==> config.mk <==
export PLATFORM = sky130hd
export DESIGN_NAME = counter_array_capture_compare
export DESIGN_NICKNAME = d
export VERILOG_FILES = /design/src/design/cca_pkg.sv /design/src/design/capture_edge_sync.sv /design/src/design/compare_channel.sv /design/src/design/counter_array_capture_compare.sv
export VERILOG_INCLUDE_DIRS = /design/src /design/src/design
export SDC_FILE = /design/constraint.sdc
export NUM_CORES = 1
export LEC_CHECK = 0
export ABC_CLOCK_PERIOD_IN_PS = 4600
export BUFFER_PORTS_ARGS = -buffer_cell sky130_fd_sc_hd__buf_4
export CORE_MARGIN = 5
export CORE_UTILIZATION = 50
export CTS_CLUSTER_DIAMETER = 40
export DETAILED_ROUTE_END_ITERATION = 7
export PLACE_DENSITY = 0.77
export SETUP_SLACK_MARGIN = 0.02
export SLEW_MARGIN = 20
export SYNTH_ARGS = -nofsm -noshare
export SYNTH_HDL_FRONTEND = slang
export SYNTH_SLANG_ARGS = --single-unit
==> constraint.sdc <==
create_clock -name clk -period 4.6 [get_ports clk]
set_clock_uncertainty 0.1 [all_clocks]
set_input_delay 0.46 -clock clk [delete_from_list [all_inputs] [get_ports clk]]
set_output_delay 0.46 -clock clk [all_outputs]
set_load 0.01 [all_outputs]
==> src/design/cca_cfg.svh <==
`ifndef CCA_CFG_SVH
`define CCA_CFG_SVH

// byte addresses on the special function register port
`define CCA_CNT_LO_ADDR  8'hf9
`define CCA_CNT_HI_ADDR  8'hfa
`define CCA_CTRL_ADDR    8'hd8
`define CCA_PCFG_ADDR    8'hd9
`define CCA_PINLVL_ADDR  8'hda
`define CCA_MODE_BASE    8'he0
`define CCA_CMPL_BASE    8'he8
`define CCA_CMPH_BASE    8'hf0

// array control register bits
`define CCA_CTRL_RUN     6
`define CCA_CTRL_OVF     7

// pwm configuration register bits
`define CCA_PCFG_ARSEL   7
`define CCA_PCFG_FOVF    6
`define CCA_PCFG_FOVIE   5
`define CCA_PCFG_CLS_HI  1
`define CCA_PCFG_CLS_LO  0

// module mode register bits
`define CCA_MD_PWM16     7
`define CCA_MD_ECOM      6
`define CCA_MD_RISE      5
`define CCA_MD_FALL      4
`define CCA_MD_MAT       3
`define CCA_MD_TOG       2
`define CCA_MD_PWM       1
`define CCA_MD_IE        0

// reset values and field constants
`define CCA_RST_BYTE     8'h00
`define CCA_RST_WORD     16'h0000
`define CCA_CNT_STEP     16'h0001
`define CCA_CNT_TOP      16'hffff
`define CCA_FLD_MASK8    16'h00ff
`define CCA_SYNC_DEPTH   3

`endif

==> src/design/cca_pkg.sv <==
package cca_pkg;

  // operating mode of one capture/compare module
  typedef enum logic [2:0] {
    MODE_CAPTURE,
    MODE_TIMER,
    MODE_HSO,
    MODE_FREQ,
    MODE_PWMN,
    MODE_PWM16
  } chan_mode_e;

endpackage

==> src/design/capture_edge_sync.sv <==
`timescale 1ns/100ps
`default_nettype none
`include "cca_cfg.svh"

module capture_edge_sync (
  // clock and reset
  input  wire logic clk,
  input  wire logic rst_b,
  // raw capture pin
  input  wire logic pin,
  // synchronised level and edge pulses
  output logic      level,
  output logic      rise,
  output logic      fall
);

  logic                        meta_q;
  logic                        sync_q;
  logic                        last_q;
  logic [`CCA_SYNC_DEPTH-1:0]  valid_q;

  // two-flop synchroniser plus history flop; valid_q masks the
  // start-up so a pin held high at reset gives no false edge
  always_ff @(posedge clk) begin
    if (!rst_b) begin
      meta_q  <= 1'b0;
      sync_q  <= 1'b0;
      last_q  <= 1'b0;
      valid_q <= '0;
    end else begin
      meta_q  <= pin;
      sync_q  <= meta_q;
      last_q  <= sync_q;
      valid_q <= {valid_q[`CCA_SYNC_DEPTH-2:0], 1'b1};
    end
  end

  // edges only on the synchronised copy
  assign level = sync_q;
  assign rise  = valid_q[`CCA_SYNC_DEPTH-1] & sync_q & ~last_q;
  assign fall  = valid_q[`CCA_SYNC_DEPTH-1] & ~sync_q & last_q;

  // one transition never yields two consecutive edge pulses
  a_one_edge: assert property (@(posedge clk) disable iff (!rst_b)
    (rise || fall) |=> !(rise || fall))
    else $error("edge pulse lasted more than one cycle");

endmodule // capture_edge_sync

`default_nettype wire

==> src/design/compare_channel.sv <==
`timescale 1ns/100ps
`default_nettype none
`include "cca_cfg.svh"

module compare_channel
  import cca_pkg::*;
(
  // clock and reset
  input  wire logic        clk,
  input  wire logic        rst_b,
  // configuration
  input  wire logic [7:0]  mode,
  input  wire logic [15:0] fld_mask,
  // counter and compare value
  input  wire logic [15:0] count,
  input  wire logic [15:0] cmp,
  // results
  output logic             match,
  output logic             pin_out_q
);

  chan_mode_e kind;
  logic       hit;
  logic       hit_q;

  // mode decode from the mode register bits
  always_comb begin
    kind = MODE_CAPTURE;
    if (mode[`CCA_MD_PWM] && mode[`CCA_MD_TOG]) begin
      kind = MODE_FREQ;
    end else if (mode[`CCA_MD_PWM] && mode[`CCA_MD_PWM16]) begin
      kind = MODE_PWM16; // field length ignored
    end else if (mode[`CCA_MD_PWM]) begin
      kind = MODE_PWMN;
    end else if (mode[`CCA_MD_MAT] && mode[`CCA_MD_TOG]) begin
      kind = MODE_HSO;
    end else if (mode[`CCA_MD_MAT]) begin
      kind = MODE_TIMER;
    end
  end

  // comparator; switched off by the comparator enable
  always_comb begin
    case (kind)
      MODE_FREQ: hit = (count[7:0] == cmp[7:0]);
      MODE_PWMN: hit = ((count & fld_mask) == (cmp & fld_mask));
      default:   hit = (count == cmp);
    endcase
    hit = hit & mode[`CCA_MD_ECOM];
  end

  // match is the first cycle of equality, so a stopped counter
  // does not keep firing events
  always_ff @(posedge clk) begin
    if (!rst_b) begin
      hit_q <= 1'b0;
    end else begin
      hit_q <= hit;
    end
  end

  assign match = hit & ~hit_q;

  // output pin per mode; pwm is forced low with comparator off
  always_ff @(posedge clk) begin
    if (!rst_b) begin
      pin_out_q <= 1'b0;
    end else begin
      case (kind)
        MODE_HSO, MODE_FREQ: if (match) pin_out_q <= ~pin_out_q;
        MODE_PWMN: pin_out_q <= mode[`CCA_MD_ECOM] &&
                     ((count & fld_mask) < (cmp & fld_mask));
        MODE_PWM16: pin_out_q <= mode[`CCA_MD_ECOM] && (count < cmp);
        default: pin_out_q <= pin_out_q;
      endcase
    end
  end

  a_pwm_off_low: assert property (@(posedge clk) disable iff (!rst_b)
    ((kind == MODE_PWMN || kind == MODE_PWM16) && !mode[`CCA_MD_ECOM])
      |=> !pin_out_q)
    else $error("pwm output high with comparator off");

  a_toggle_hold: assert property (@(posedge clk) disable iff (!rst_b)
    ((kind == MODE_HSO || kind == MODE_FREQ) && !mode[`CCA_MD_ECOM])
      |=> $stable(pin_out_q))
    else $error("output toggled with comparator off");

  a_pwm16_duty: assert property (@(posedge clk) disable iff (!rst_b)
    (kind == MODE_PWM16 && mode[`CCA_MD_ECOM] && count < cmp)
      |=> pin_out_q)
    else $error("16-bit pwm output low below compare value");

endmodule // compare_channel

`default_nettype wire

==> src/design/counter_array_capture_compare.sv <==
// Overview of operation
// a valid capture pin edge copies the counter into the compare register
// rising and falling enables choose which pin edges capture
// a capture sets the module event flag and may request an interrupt
// flags are never cleared by hardware; software clears them
// with both edge enables set, software can read the pin level
// comparator off: no toggling, and pwm output held at zero
// with match enable set, a counter match sets the event flag
// per-module interrupt enable gates the flag onto the array interrupt
// field overflow of bit 8 to 11 may interrupt, per cycle length
// register select maps compare addresses to compare or reload register
// all 8 to 11-bit pwm modules share one cycle length
// cycle length codes 00 to 11 give 8 to 11-bit pwm
// 16-bit pwm enable overrides the cycle length setting
// counter high byte reads a snapshot taken when low byte is read
// counter byte writes are ignored while the watchdog is enabled
// capture pins are synchronised and edge-detected once per transition
`timescale 1ns/100ps
`default_nettype none
`include "cca_cfg.svh"

module counter_array_capture_compare
  import cca_pkg::*;
#(
  parameter int NUM_MOD = 6
) (
  // clock and reset
  input  wire logic               clk,
  input  wire logic               rst_b,
  // special function register port
  input  wire logic [7:0]         sfr_addr,
  input  wire logic [7:0]         sfr_wdata,
  input  wire logic               sfr_wr,
  input  wire logic               sfr_rd,
  output logic      [7:0]         sfr_rdata,
  // watchdog state from the rest of the chip
  input  wire logic               watchdog_enable_bit,
  // module pins
  input  wire logic [NUM_MOD-1:0] module_capture_pin,
  output logic      [NUM_MOD-1:0] module_out,
  // interrupt request
  output logic                    array_irq
);

  logic [15:0]        count_q;
  logic [7:0]         snap_q;
  logic               run_q;
  logic               ovf_q;
  logic               arsel_q;
  logic               fovf_q;
  logic               fovie_q;
  logic [1:0]         cls_q;
  logic [NUM_MOD-1:0] flag_q;
  logic [NUM_MOD-1:0] pin_level;
  logic [NUM_MOD-1:0] capture;
  logic [NUM_MOD-1:0] ie_vec;
  logic [7:0]         mode_v [NUM_MOD];
  logic [15:0]        cmp_v  [NUM_MOD];
  logic [15:0]        rld_v  [NUM_MOD];
  logic [15:0]        fld_mask;
  logic [7:0]         rd_mux;
  logic               wr_lo;
  logic               wr_hi;
  logic               wr_ctrl;
  logic               wr_pcfg;
  logic               cnt_tick;
  logic               cnt_wrap;
  logic               fld_ovf;

  // counter writes are dropped while the watchdog owns the counter
  assign wr_lo   = sfr_wr && (sfr_addr == `CCA_CNT_LO_ADDR)
                   && !watchdog_enable_bit;
  assign wr_hi   = sfr_wr && (sfr_addr == `CCA_CNT_HI_ADDR)
                   && !watchdog_enable_bit;
  assign wr_ctrl = sfr_wr && (sfr_addr == `CCA_CTRL_ADDR);
  assign wr_pcfg = sfr_wr && (sfr_addr == `CCA_PCFG_ADDR);

  // one shared field mask for every n-bit pwm module
  // code 0..3 widens the field from 8 to 11 bits
  assign fld_mask = (`CCA_FLD_MASK8 << cls_q) | `CCA_FLD_MASK8;

  assign cnt_tick = run_q && !wr_lo && !wr_hi;
  assign cnt_wrap = cnt_tick && (count_q == `CCA_CNT_TOP);
  assign fld_ovf  = cnt_tick && ((count_q & fld_mask) == fld_mask);

  // counter: a software write beats the increment
  always_ff @(posedge clk) begin
    if (!rst_b) begin
      count_q <= `CCA_RST_WORD;
    end else if (wr_lo) begin
      count_q[7:0] <= sfr_wdata;
    end else if (wr_hi) begin
      count_q[15:8] <= sfr_wdata;
    end else if (run_q) begin
      count_q <= count_q + `CCA_CNT_STEP;
    end
  end

  // array control: run bit and counter overflow flag, set wins
  always_ff @(posedge clk) begin
    if (!rst_b) begin
      run_q <= 1'b0;
      ovf_q <= 1'b0;
    end else begin
      if (wr_ctrl) begin
        run_q <= sfr_wdata[`CCA_CTRL_RUN];
      end
      ovf_q <= (wr_ctrl ? sfr_wdata[`CCA_CTRL_OVF] : ovf_q) | cnt_wrap;
    end
  end

  // pwm configuration: reload select, field overflow flag and enable
  always_ff @(posedge clk) begin
    if (!rst_b) begin
      arsel_q <= 1'b0;
      fovie_q <= 1'b0;
      cls_q   <= 2'h0;
      fovf_q  <= 1'b0;
    end else begin
      if (wr_pcfg) begin
        arsel_q <= sfr_wdata[`CCA_PCFG_ARSEL];
        fovie_q <= sfr_wdata[`CCA_PCFG_FOVIE];
        cls_q   <= sfr_wdata[`CCA_PCFG_CLS_HI:`CCA_PCFG_CLS_LO];
      end
      fovf_q <= (wr_pcfg ? sfr_wdata[`CCA_PCFG_FOVF] : fovf_q) | fld_ovf;
    end
  end

  // per-module logic
  for (genvar n = 0; n < NUM_MOD; n++) begin : g_mod
    logic [7:0]  mode_q;
    logic [15:0] cmp_q;
    logic [15:0] rld_q;
    logic        rise;
    logic        fall;
    logic        match;
    logic        wr_mode;
    logic        wr_cl;
    logic        wr_ch;
    logic        is_freq;
    logic        is_pwmn;

    assign wr_mode = sfr_wr && (sfr_addr == `CCA_MODE_BASE + 8'(n));
    assign wr_cl   = sfr_wr && (sfr_addr == `CCA_CMPL_BASE + 8'(n));
    assign wr_ch   = sfr_wr && (sfr_addr == `CCA_CMPH_BASE + 8'(n));
    assign is_freq = mode_q[`CCA_MD_PWM] && mode_q[`CCA_MD_TOG];
    assign is_pwmn = mode_q[`CCA_MD_PWM] && !mode_q[`CCA_MD_TOG]
                     && !mode_q[`CCA_MD_PWM16];

    capture_edge_sync u_edge (
      .clk   (clk),
      .rst_b (rst_b),
      .pin   (module_capture_pin[n]),
      .level (pin_level[n]),
      .rise  (rise),
      .fall  (fall)
    );

    // edge type chosen by the two capture enables
    assign capture[n] = (rise && mode_q[`CCA_MD_RISE])
                        || (fall && mode_q[`CCA_MD_FALL]);

    compare_channel u_chan (
      .clk       (clk),
      .rst_b     (rst_b),
      .mode      (mode_q),
      .fld_mask  (fld_mask),
      .count     (count_q),
      .cmp       (cmp_q),
      .match     (match),
      .pin_out_q (module_out[n])
    );

    // mode register
    always_ff @(posedge clk) begin
      if (!rst_b) begin
        mode_q <= `CCA_RST_BYTE;
      end else if (wr_mode) begin
        mode_q <= sfr_wdata;
      end
    end

    // capture/compare register; capture has priority over software
    always_ff @(posedge clk) begin
      if (!rst_b) begin
        cmp_q <= `CCA_RST_WORD;
      end else if (capture[n]) begin
        cmp_q <= count_q;
      end else if (wr_cl && !arsel_q) begin
        cmp_q[7:0] <= sfr_wdata;
      end else if (wr_ch && !arsel_q) begin
        cmp_q[15:8] <= sfr_wdata;
      end else if (fld_ovf && is_pwmn) begin
        // new duty takes effect only at a cycle boundary, no glitch
        if (cls_q == 2'h0) begin
          cmp_q[7:0] <= cmp_q[15:8];
        end else begin
          cmp_q <= rld_q;
        end
      end else if (match && is_freq) begin
        cmp_q[7:0] <= cmp_q[7:0] + cmp_q[15:8];
      end
    end

    // auto-reload register, reached when register select is set
    always_ff @(posedge clk) begin
      if (!rst_b) begin
        rld_q <= `CCA_RST_WORD;
      end else if (wr_cl && arsel_q) begin
        rld_q[7:0] <= sfr_wdata;
      end else if (wr_ch && arsel_q) begin
        rld_q[15:8] <= sfr_wdata;
      end
    end

    // event flag: hardware sets win, only software clears
    always_ff @(posedge clk) begin
      if (!rst_b) begin
        flag_q[n] <= 1'b0;
      end else begin
        flag_q[n] <= (wr_ctrl ? sfr_wdata[n] : flag_q[n])
                     | capture[n]
                     | (match && mode_q[`CCA_MD_MAT]);
      end
    end

    assign mode_v[n] = mode_q;
    assign cmp_v[n]  = cmp_q;
    assign rld_v[n]  = rld_q;
    assign ie_vec[n] = mode_q[`CCA_MD_IE];

    a_capture_load: assert property (@(posedge clk) disable iff (!rst_b)
      capture[n] |=> (cmp_q == $past(count_q)))
      else $error("capture did not load the counter value");

    a_edge_select: assert property (@(posedge clk) disable iff (!rst_b)
      (rise && !mode_q[`CCA_MD_RISE] && !wr_cl && !wr_ch && !fld_ovf
       && !match) |=> $stable(cmp_q))
      else $error("rising edge captured while rising enable off");

    a_capture_flag: assert property (@(posedge clk) disable iff (!rst_b)
      capture[n] |=> flag_q[n])
      else $error("capture did not set the event flag");

    a_flag_sticky: assert property (@(posedge clk) disable iff (!rst_b)
      (flag_q[n] && !wr_ctrl) |=> flag_q[n])
      else $error("event flag cleared without a software write");

    a_match_flag: assert property (@(posedge clk) disable iff (!rst_b)
      (match && mode_q[`CCA_MD_MAT]) |=> flag_q[n])
      else $error("enabled match did not set the event flag");
  end

  // interrupt: enabled module flags plus enabled field overflow
  assign array_irq = (|(flag_q & ie_vec))
                     | (fovf_q && fovie_q);

  // read multiplexer; unmapped addresses read zero
  always_comb begin
    rd_mux = `CCA_RST_BYTE;
    case (sfr_addr)
      `CCA_CNT_LO_ADDR: rd_mux = count_q[7:0];
      `CCA_CNT_HI_ADDR: rd_mux = snap_q;
      `CCA_CTRL_ADDR: begin
        rd_mux[`CCA_CTRL_OVF]  = ovf_q;
        rd_mux[`CCA_CTRL_RUN]  = run_q;
        rd_mux[NUM_MOD-1:0]    = flag_q;
      end
      `CCA_PCFG_ADDR: begin
        rd_mux[`CCA_PCFG_ARSEL] = arsel_q;
        rd_mux[`CCA_PCFG_FOVF]  = fovf_q;
        rd_mux[`CCA_PCFG_FOVIE] = fovie_q;
        rd_mux[`CCA_PCFG_CLS_HI:`CCA_PCFG_CLS_LO] = cls_q;
      end
      `CCA_PINLVL_ADDR: rd_mux[NUM_MOD-1:0] = pin_level;
      default: begin
        for (int i = 0; i < NUM_MOD; i++) begin
          if (sfr_addr == `CCA_MODE_BASE + 8'(i)) begin
            rd_mux = mode_v[i];
          end
          if (sfr_addr == `CCA_CMPL_BASE + 8'(i)) begin
            rd_mux = arsel_q ? rld_v[i][7:0] : cmp_v[i][7:0];
          end
          if (sfr_addr == `CCA_CMPH_BASE + 8'(i)) begin
            rd_mux = arsel_q ? rld_v[i][15:8] : cmp_v[i][15:8];
          end
        end
      end
    endcase
  end

  // registered read data, one cycle after the read strobe
  always_ff @(posedge clk) begin
    if (!rst_b) begin
      sfr_rdata <= `CCA_RST_BYTE;
    end else if (sfr_rd) begin
      sfr_rdata <= rd_mux;
    end
  end

  // snapshot keeps a 16-bit read coherent across two byte reads
  always_ff @(posedge clk) begin
    if (!rst_b) begin
      snap_q <= `CCA_RST_BYTE;
    end else if (sfr_rd && (sfr_addr == `CCA_CNT_LO_ADDR)) begin
      snap_q <= count_q[15:8];
    end
  end

  a_snap_hold: assert property (@(posedge clk) disable iff (!rst_b)
    !(sfr_rd && sfr_addr == `CCA_CNT_LO_ADDR) |=> $stable(snap_q))
    else $error("snapshot changed without a low byte read");

  a_wd_block: assert property (@(posedge clk) disable iff (!rst_b)
    (watchdog_enable_bit && sfr_wr && sfr_addr == `CCA_CNT_HI_ADDR)
      |=> (count_q[15:8] == $past(count_q[15:8]))
          || ($past(run_q) && ($past(count_q[7:0]) == 8'hff)))
    else $error("counter high byte written while watchdog enabled");

  a_pin_read: assert property (@(posedge clk) disable iff (!rst_b)
    (sfr_rd && sfr_addr == `CCA_PINLVL_ADDR)
      |=> (sfr_rdata[NUM_MOD-1:0] == $past(pin_level)))
    else $error("pin level read back wrong");

  a_irq_gate: assert property (@(posedge clk) disable iff (!rst_b)
    ((ie_vec == '0) && !fovie_q) |-> !array_irq)
    else $error("interrupt raised with every enable off");

  a_fld_ovf_flag: assert property (@(posedge clk) disable iff (!rst_b)
    fld_ovf |=> fovf_q)
    else $error("field overflow did not set its flag");

endmodule // counter_array_capture_compare

`default_nettype wire
==> flow_summary_export.csv <==
group,metric,value,unit
power_and_ir_drop,power_switching_share,25.3,%
die,initial_utilization,50.3,%
sta,setup-violations-final,0,
critical_path,crit_arrival,4220,ps
sta,period_needed,3860,ps
layout,layout.cells.non_filler,3567,
yosys,yosys.area_share.simple,22.1,%
critical_path,reg2reg_depth,8,
yosys,seq_total_area_yosys,28.7,%
power_and_ir_drop,power.share.sequential,38.1,%
power_and_ir_drop,combinationalPowerShare,4.1,%
layout,drive_gt1_share,9.48,%
route,avgViaCountPerCell,6.75,
route,drcViolationCount,4,
critical_path,timing.critical_path.to_type,"flop",
cts,clkTransAtPathRegs,60,ps
cts,cts-buffers-inserted,54,
route,firstDrtPassIters,8,
route,ant_nets,0,
yosys,synth_warnings,0,
yosys,yosys_most_used_dff,"dfxtp_1",
placement,hpwl,66.3,mm
yosys,syn-num-nets,3132,
outcome,outcome,"finished, violations left",
yosys,synth_compound_area_share,26.0,%
cts,cts.path.max_buffers,3,
yosys,avgSynthCellArea,7.53,sq um
power_and_ir_drop,max-vdd-ir-drop,0.280,mV
critical_path,worst_ep_required_time,4970,ps
power_and_ir_drop,leakagePower,9.09,nW
sta,worst_slew_margin_rel,24.5,%
critical_path,worst_path_max_delay_cell,"nor4_4",
outcome,violated_checks,"design-rule violations",
critical_path,critPathKind,"reg2reg",
layout,antennaDiodeCount,0,
global_route,grt_pass1_wl,141,mm
critical_path,cp_num_cells,8,
yosys,synth_fa_ha_area_share,9.41,%
hold_path,worst_hold_path_type,"in2reg",
die,floorplan.core_area,44000,sq um
sta,max_slew.worst_pin.slew,1130,ps
placement,place_inst,3459,
yosys,muxShareOfSynthArea,6.59,%
critical_path,cp-start-kind,"flop",
die,row_cnt,77,
placement,postPlaceCellArea,23000,sq um
global_route,grt.overflow.total,0,
hold_path,hold_depth,3,
global_route,vias_in_the_first_global_route,22622,
critical_path,cpLargestDelayFamily,"simple AND/OR/NAND/NOR gates",
yosys,synth.cell_area,22200,sq um
global_route,grt_usage,38.2,%
yosys,yosys.area_share.xor_xnor,1.38,%
power_and_ir_drop,power_frac_clock,57.8,%
placement,io_buffer_count,41,
sta,rsz0062_at_grt,"false",
route,drt-total-wl,96.1,mm
cts,worstSkewPairLatency,620,ps
critical_path,critical_path.max_stage_delay,860,ps
cts,tritoncts,"yes",
sta,max_clock_freq,259,MHz
route,m1WireLength,35.4,mm
route,detailroute.wirelength.met3,13.6,mm
critical_path,worstPathMaxFanout,18,
critical_path,worstPathCellList,"or2_2 -> a211o_4 -> nor4_4 -> nand2_1 -> a21oi_1 -> a21oi_4 -> a21oi_2 -> a221oi_1",
route,routedWlPerCell,26.9,um
cts,htree_num_levels,2,
yosys,synth.distinct_cells,99,
route,top_signal_layer_used,"met5",
cts,cts_num_sinks,318,
sta,report.final.slew_viol_count,0,
yosys,number_of_enable_flip_flop_cells_after_synthesis,0,
route,initialDrtViolationCount,3806,
yosys,synthesis.instances,2942,
sta,fin_crit_sh,83.8,%
yosys,yosys_register_bits,318,
layout,syn2layout_area_growth,12.7,%
power_and_ir_drop,power.internal,5.44,mW
power_and_ir_drop,switchingPower,1.84,mW
route,wl_met2,38.9,mm
die,number_of_primary_i_o_pins,42,
power_and_ir_drop,powerDensity,292,nW/um^2
layout,design.final.nets,3119,
run,number_of_maximum_capacitance_violations,0,
critical_path,critical_path.n_buffers_inverters,0,
die,die_h,220,um
die,die_area,48600,sq um
die,die-width,220,um
sta,fin_setup_tns,0,ps
global_route,antenna_found_initial,1,
layout,finish.instance_area,25000,sq um
cts,clk_root_buffer_cell,"clkbuf_16",
cts,cts_setup_buffers,0,
global_route,grt_max_degree,91,
yosys,largest_family_of_logic_cells_by_synthesized_area,"compound AO/OA/AOI/OAI gates",
placement,gpl.final_weighted_congestion,1.10,
route,dr_total_vias,24081,
sta,hold_viol,0,
yosys,async_reset_ff_share,0,%
-- path summary, 6_finish.rpt --
path,from,endpoint,slack (ps)
worst max register to register,cls_q[1]$_SDFFE_PN0P_,g_mod[4].cmp_q[13]$_SDFFE_PN0P_,740
worst max-delay path,cls_q[1]$_SDFFE_PN0P_,g_mod[4].cmp_q[13]$_SDFFE_PN0P_,740
worst min register to register,g_mod[4].u_edge.meta_q$_SDFF_PN0_,g_mod[4].u_edge.level$_SDFF_PN0_,330
worst min-delay path,sfr_rd,snap_q[2]$_SDFFE_PN0P_,100
-- what timing repair did --
action                                  in CTS  in global routing
gates resized for setup                      0                  0
endpoints found under the setup margin       0                  0
hold buffers                                 6                  0
hold endpoints to repair                     6                  0
-- Yosys cell counts, types with 11 or more instances --
cell type | n | area, sq um
o22ai_1 | 27 | 169
buf_4 | 12 | 90.1
a21oi_1 | 304 | 1520
and2_1 | 32 | 200
and3_1 | 13 | 81.3
nand3_1 | 94 | 470
dfxtp_1 | 318 | 6370
clkbuf_1 | 148 | 556
nand2_1 | 488 | 1830
nand2b_1 | 22 | 138
nor3_1 | 36 | 180
a22oi_1 | 11 | 82.6
nor2_1 | 248 | 931
o2111ai_1 | 12 | 105
xnor2_1 | 25 | 219
o21ai_1 | 15 | 75.1
a31oi_1 | 36 | 225
a311oi_1 | 11 | 96.3
nand4_1 | 31 | 194
mux2i_1 | 139 | 1390
o21a_1 | 16 | 120
nor4_1 | 17 | 106
a221oi_1 | 36 | 315
nor2b_1 | 27 | 169
buf_2 | 28 | 140
inv_1 | 118 | 443
o21ai_0 | 159 | 796
ha_1 | 157 | 1960
a21o_1 | 24 | 180
o211ai_1 | 78 | 586
a211oi_1 | 52 | 390
-- flip-flops by register name (all words and copies together) (netlist names) --
signal and count:
fovie_q 1, sfr_rdata 8, ovf_q 1, arsel_q 1
g_mod.u_edge.last_q 6, g_mod.u_edge.meta_q 6, g_mod.u_edge.level 6, g_mod.u_edge.valid_q 3
fovf_q 1, cls_q 2, g_mod.cmp_q 96, run_q 1
g_mod.mode_q 48, g_mod.u_chan.hit_q 6, flag_q 6, g_mod.rld_q 96
g_mod.u_chan.pin_out_q 6, snap_q 8, count_q 16
-- power by group through the flow --
| stage | clock network (mW) | registers, mW | logic, mW |
|---|---|---|---|
| floorplan | 0 | 2.83 | 0.151 |
| global placement | 0 | 2.84 | 0.266 |
| detailed placement | 0 | 2.84 | 0.269 |
| CTS | 4.22 | 2.78 | 0.275 |
| global route | 4.35 | 2.78 | 0.294 |
| finish | 4.21 | 2.78 | 0.296 |
-- worst register-to-register path: cells and delay by family, from the launching register on --
| kind | cells | cell delay, ps |
|---|---|---|
| compound gates | 5 | 1440 |
| simple gates | 3 | 1660 |
| flops | 1 | 530 |
-- cells by family (layout without fill, tap and decap cells) --
family,Yosys count,in the layout
buffers and inverters,317,350
multiplexers,145,145
flip-flops,318,318
AO/OA/AOI/OAI,893,893
XOR/XNOR,35,35
AND/OR/NAND/NOR,1071,1071
adder cells (fa/ha/maj),163,163
-- layer usage --
metal  global-route usage [%]  up-vias
li1                         -    10643
met1                     49.4    11171
met2                     55.5     1816
met3                     10.6      449
met4                     25.9        2
met5                        0        -
-- cell type report --
type,count,area (sq um)
fillers,4048,19100
multi-input cells,2307,14500
flip-flops and latches,318,6370
clock buffers,66,1490
repair buffers,128,1000
well taps,592,741
inverters,120,455
clock inverters,36,384
-- through the flow --
stage / utilization (%) / hold slack [ps] / power [mW] / worst slack, ps
floorplan: - / 312 / 2.98 / 1150
global placement: 52.3 / 314 / 3.10 / 997
detailed placement: 52.3 / 318 / 3.11 / 883
CTS: 56.7 / 76.6 / 7.27 / 850
global route: 56.7 / 117 / 7.42 / 573
finish: 56.7 / 101 / 7.29 / 744
-- placed cells by master (no fill, tap or decap), drive strengths merged, types with 27 or more instances in the layout --
cell type,count
a211oi,52
a21oi,310
a221oi,41
a31oi,37
and2,33
buf,122
clkbuf,66
dfxtp,318
ha,157
inv,133
mux2i,139
nand2,489
nand3,95
nand4,32
nor2,254
nor2b,27
nor3,41
o211ai,78
o21ai,176
o22ai,27
Power figures use the tool's default switching activity.
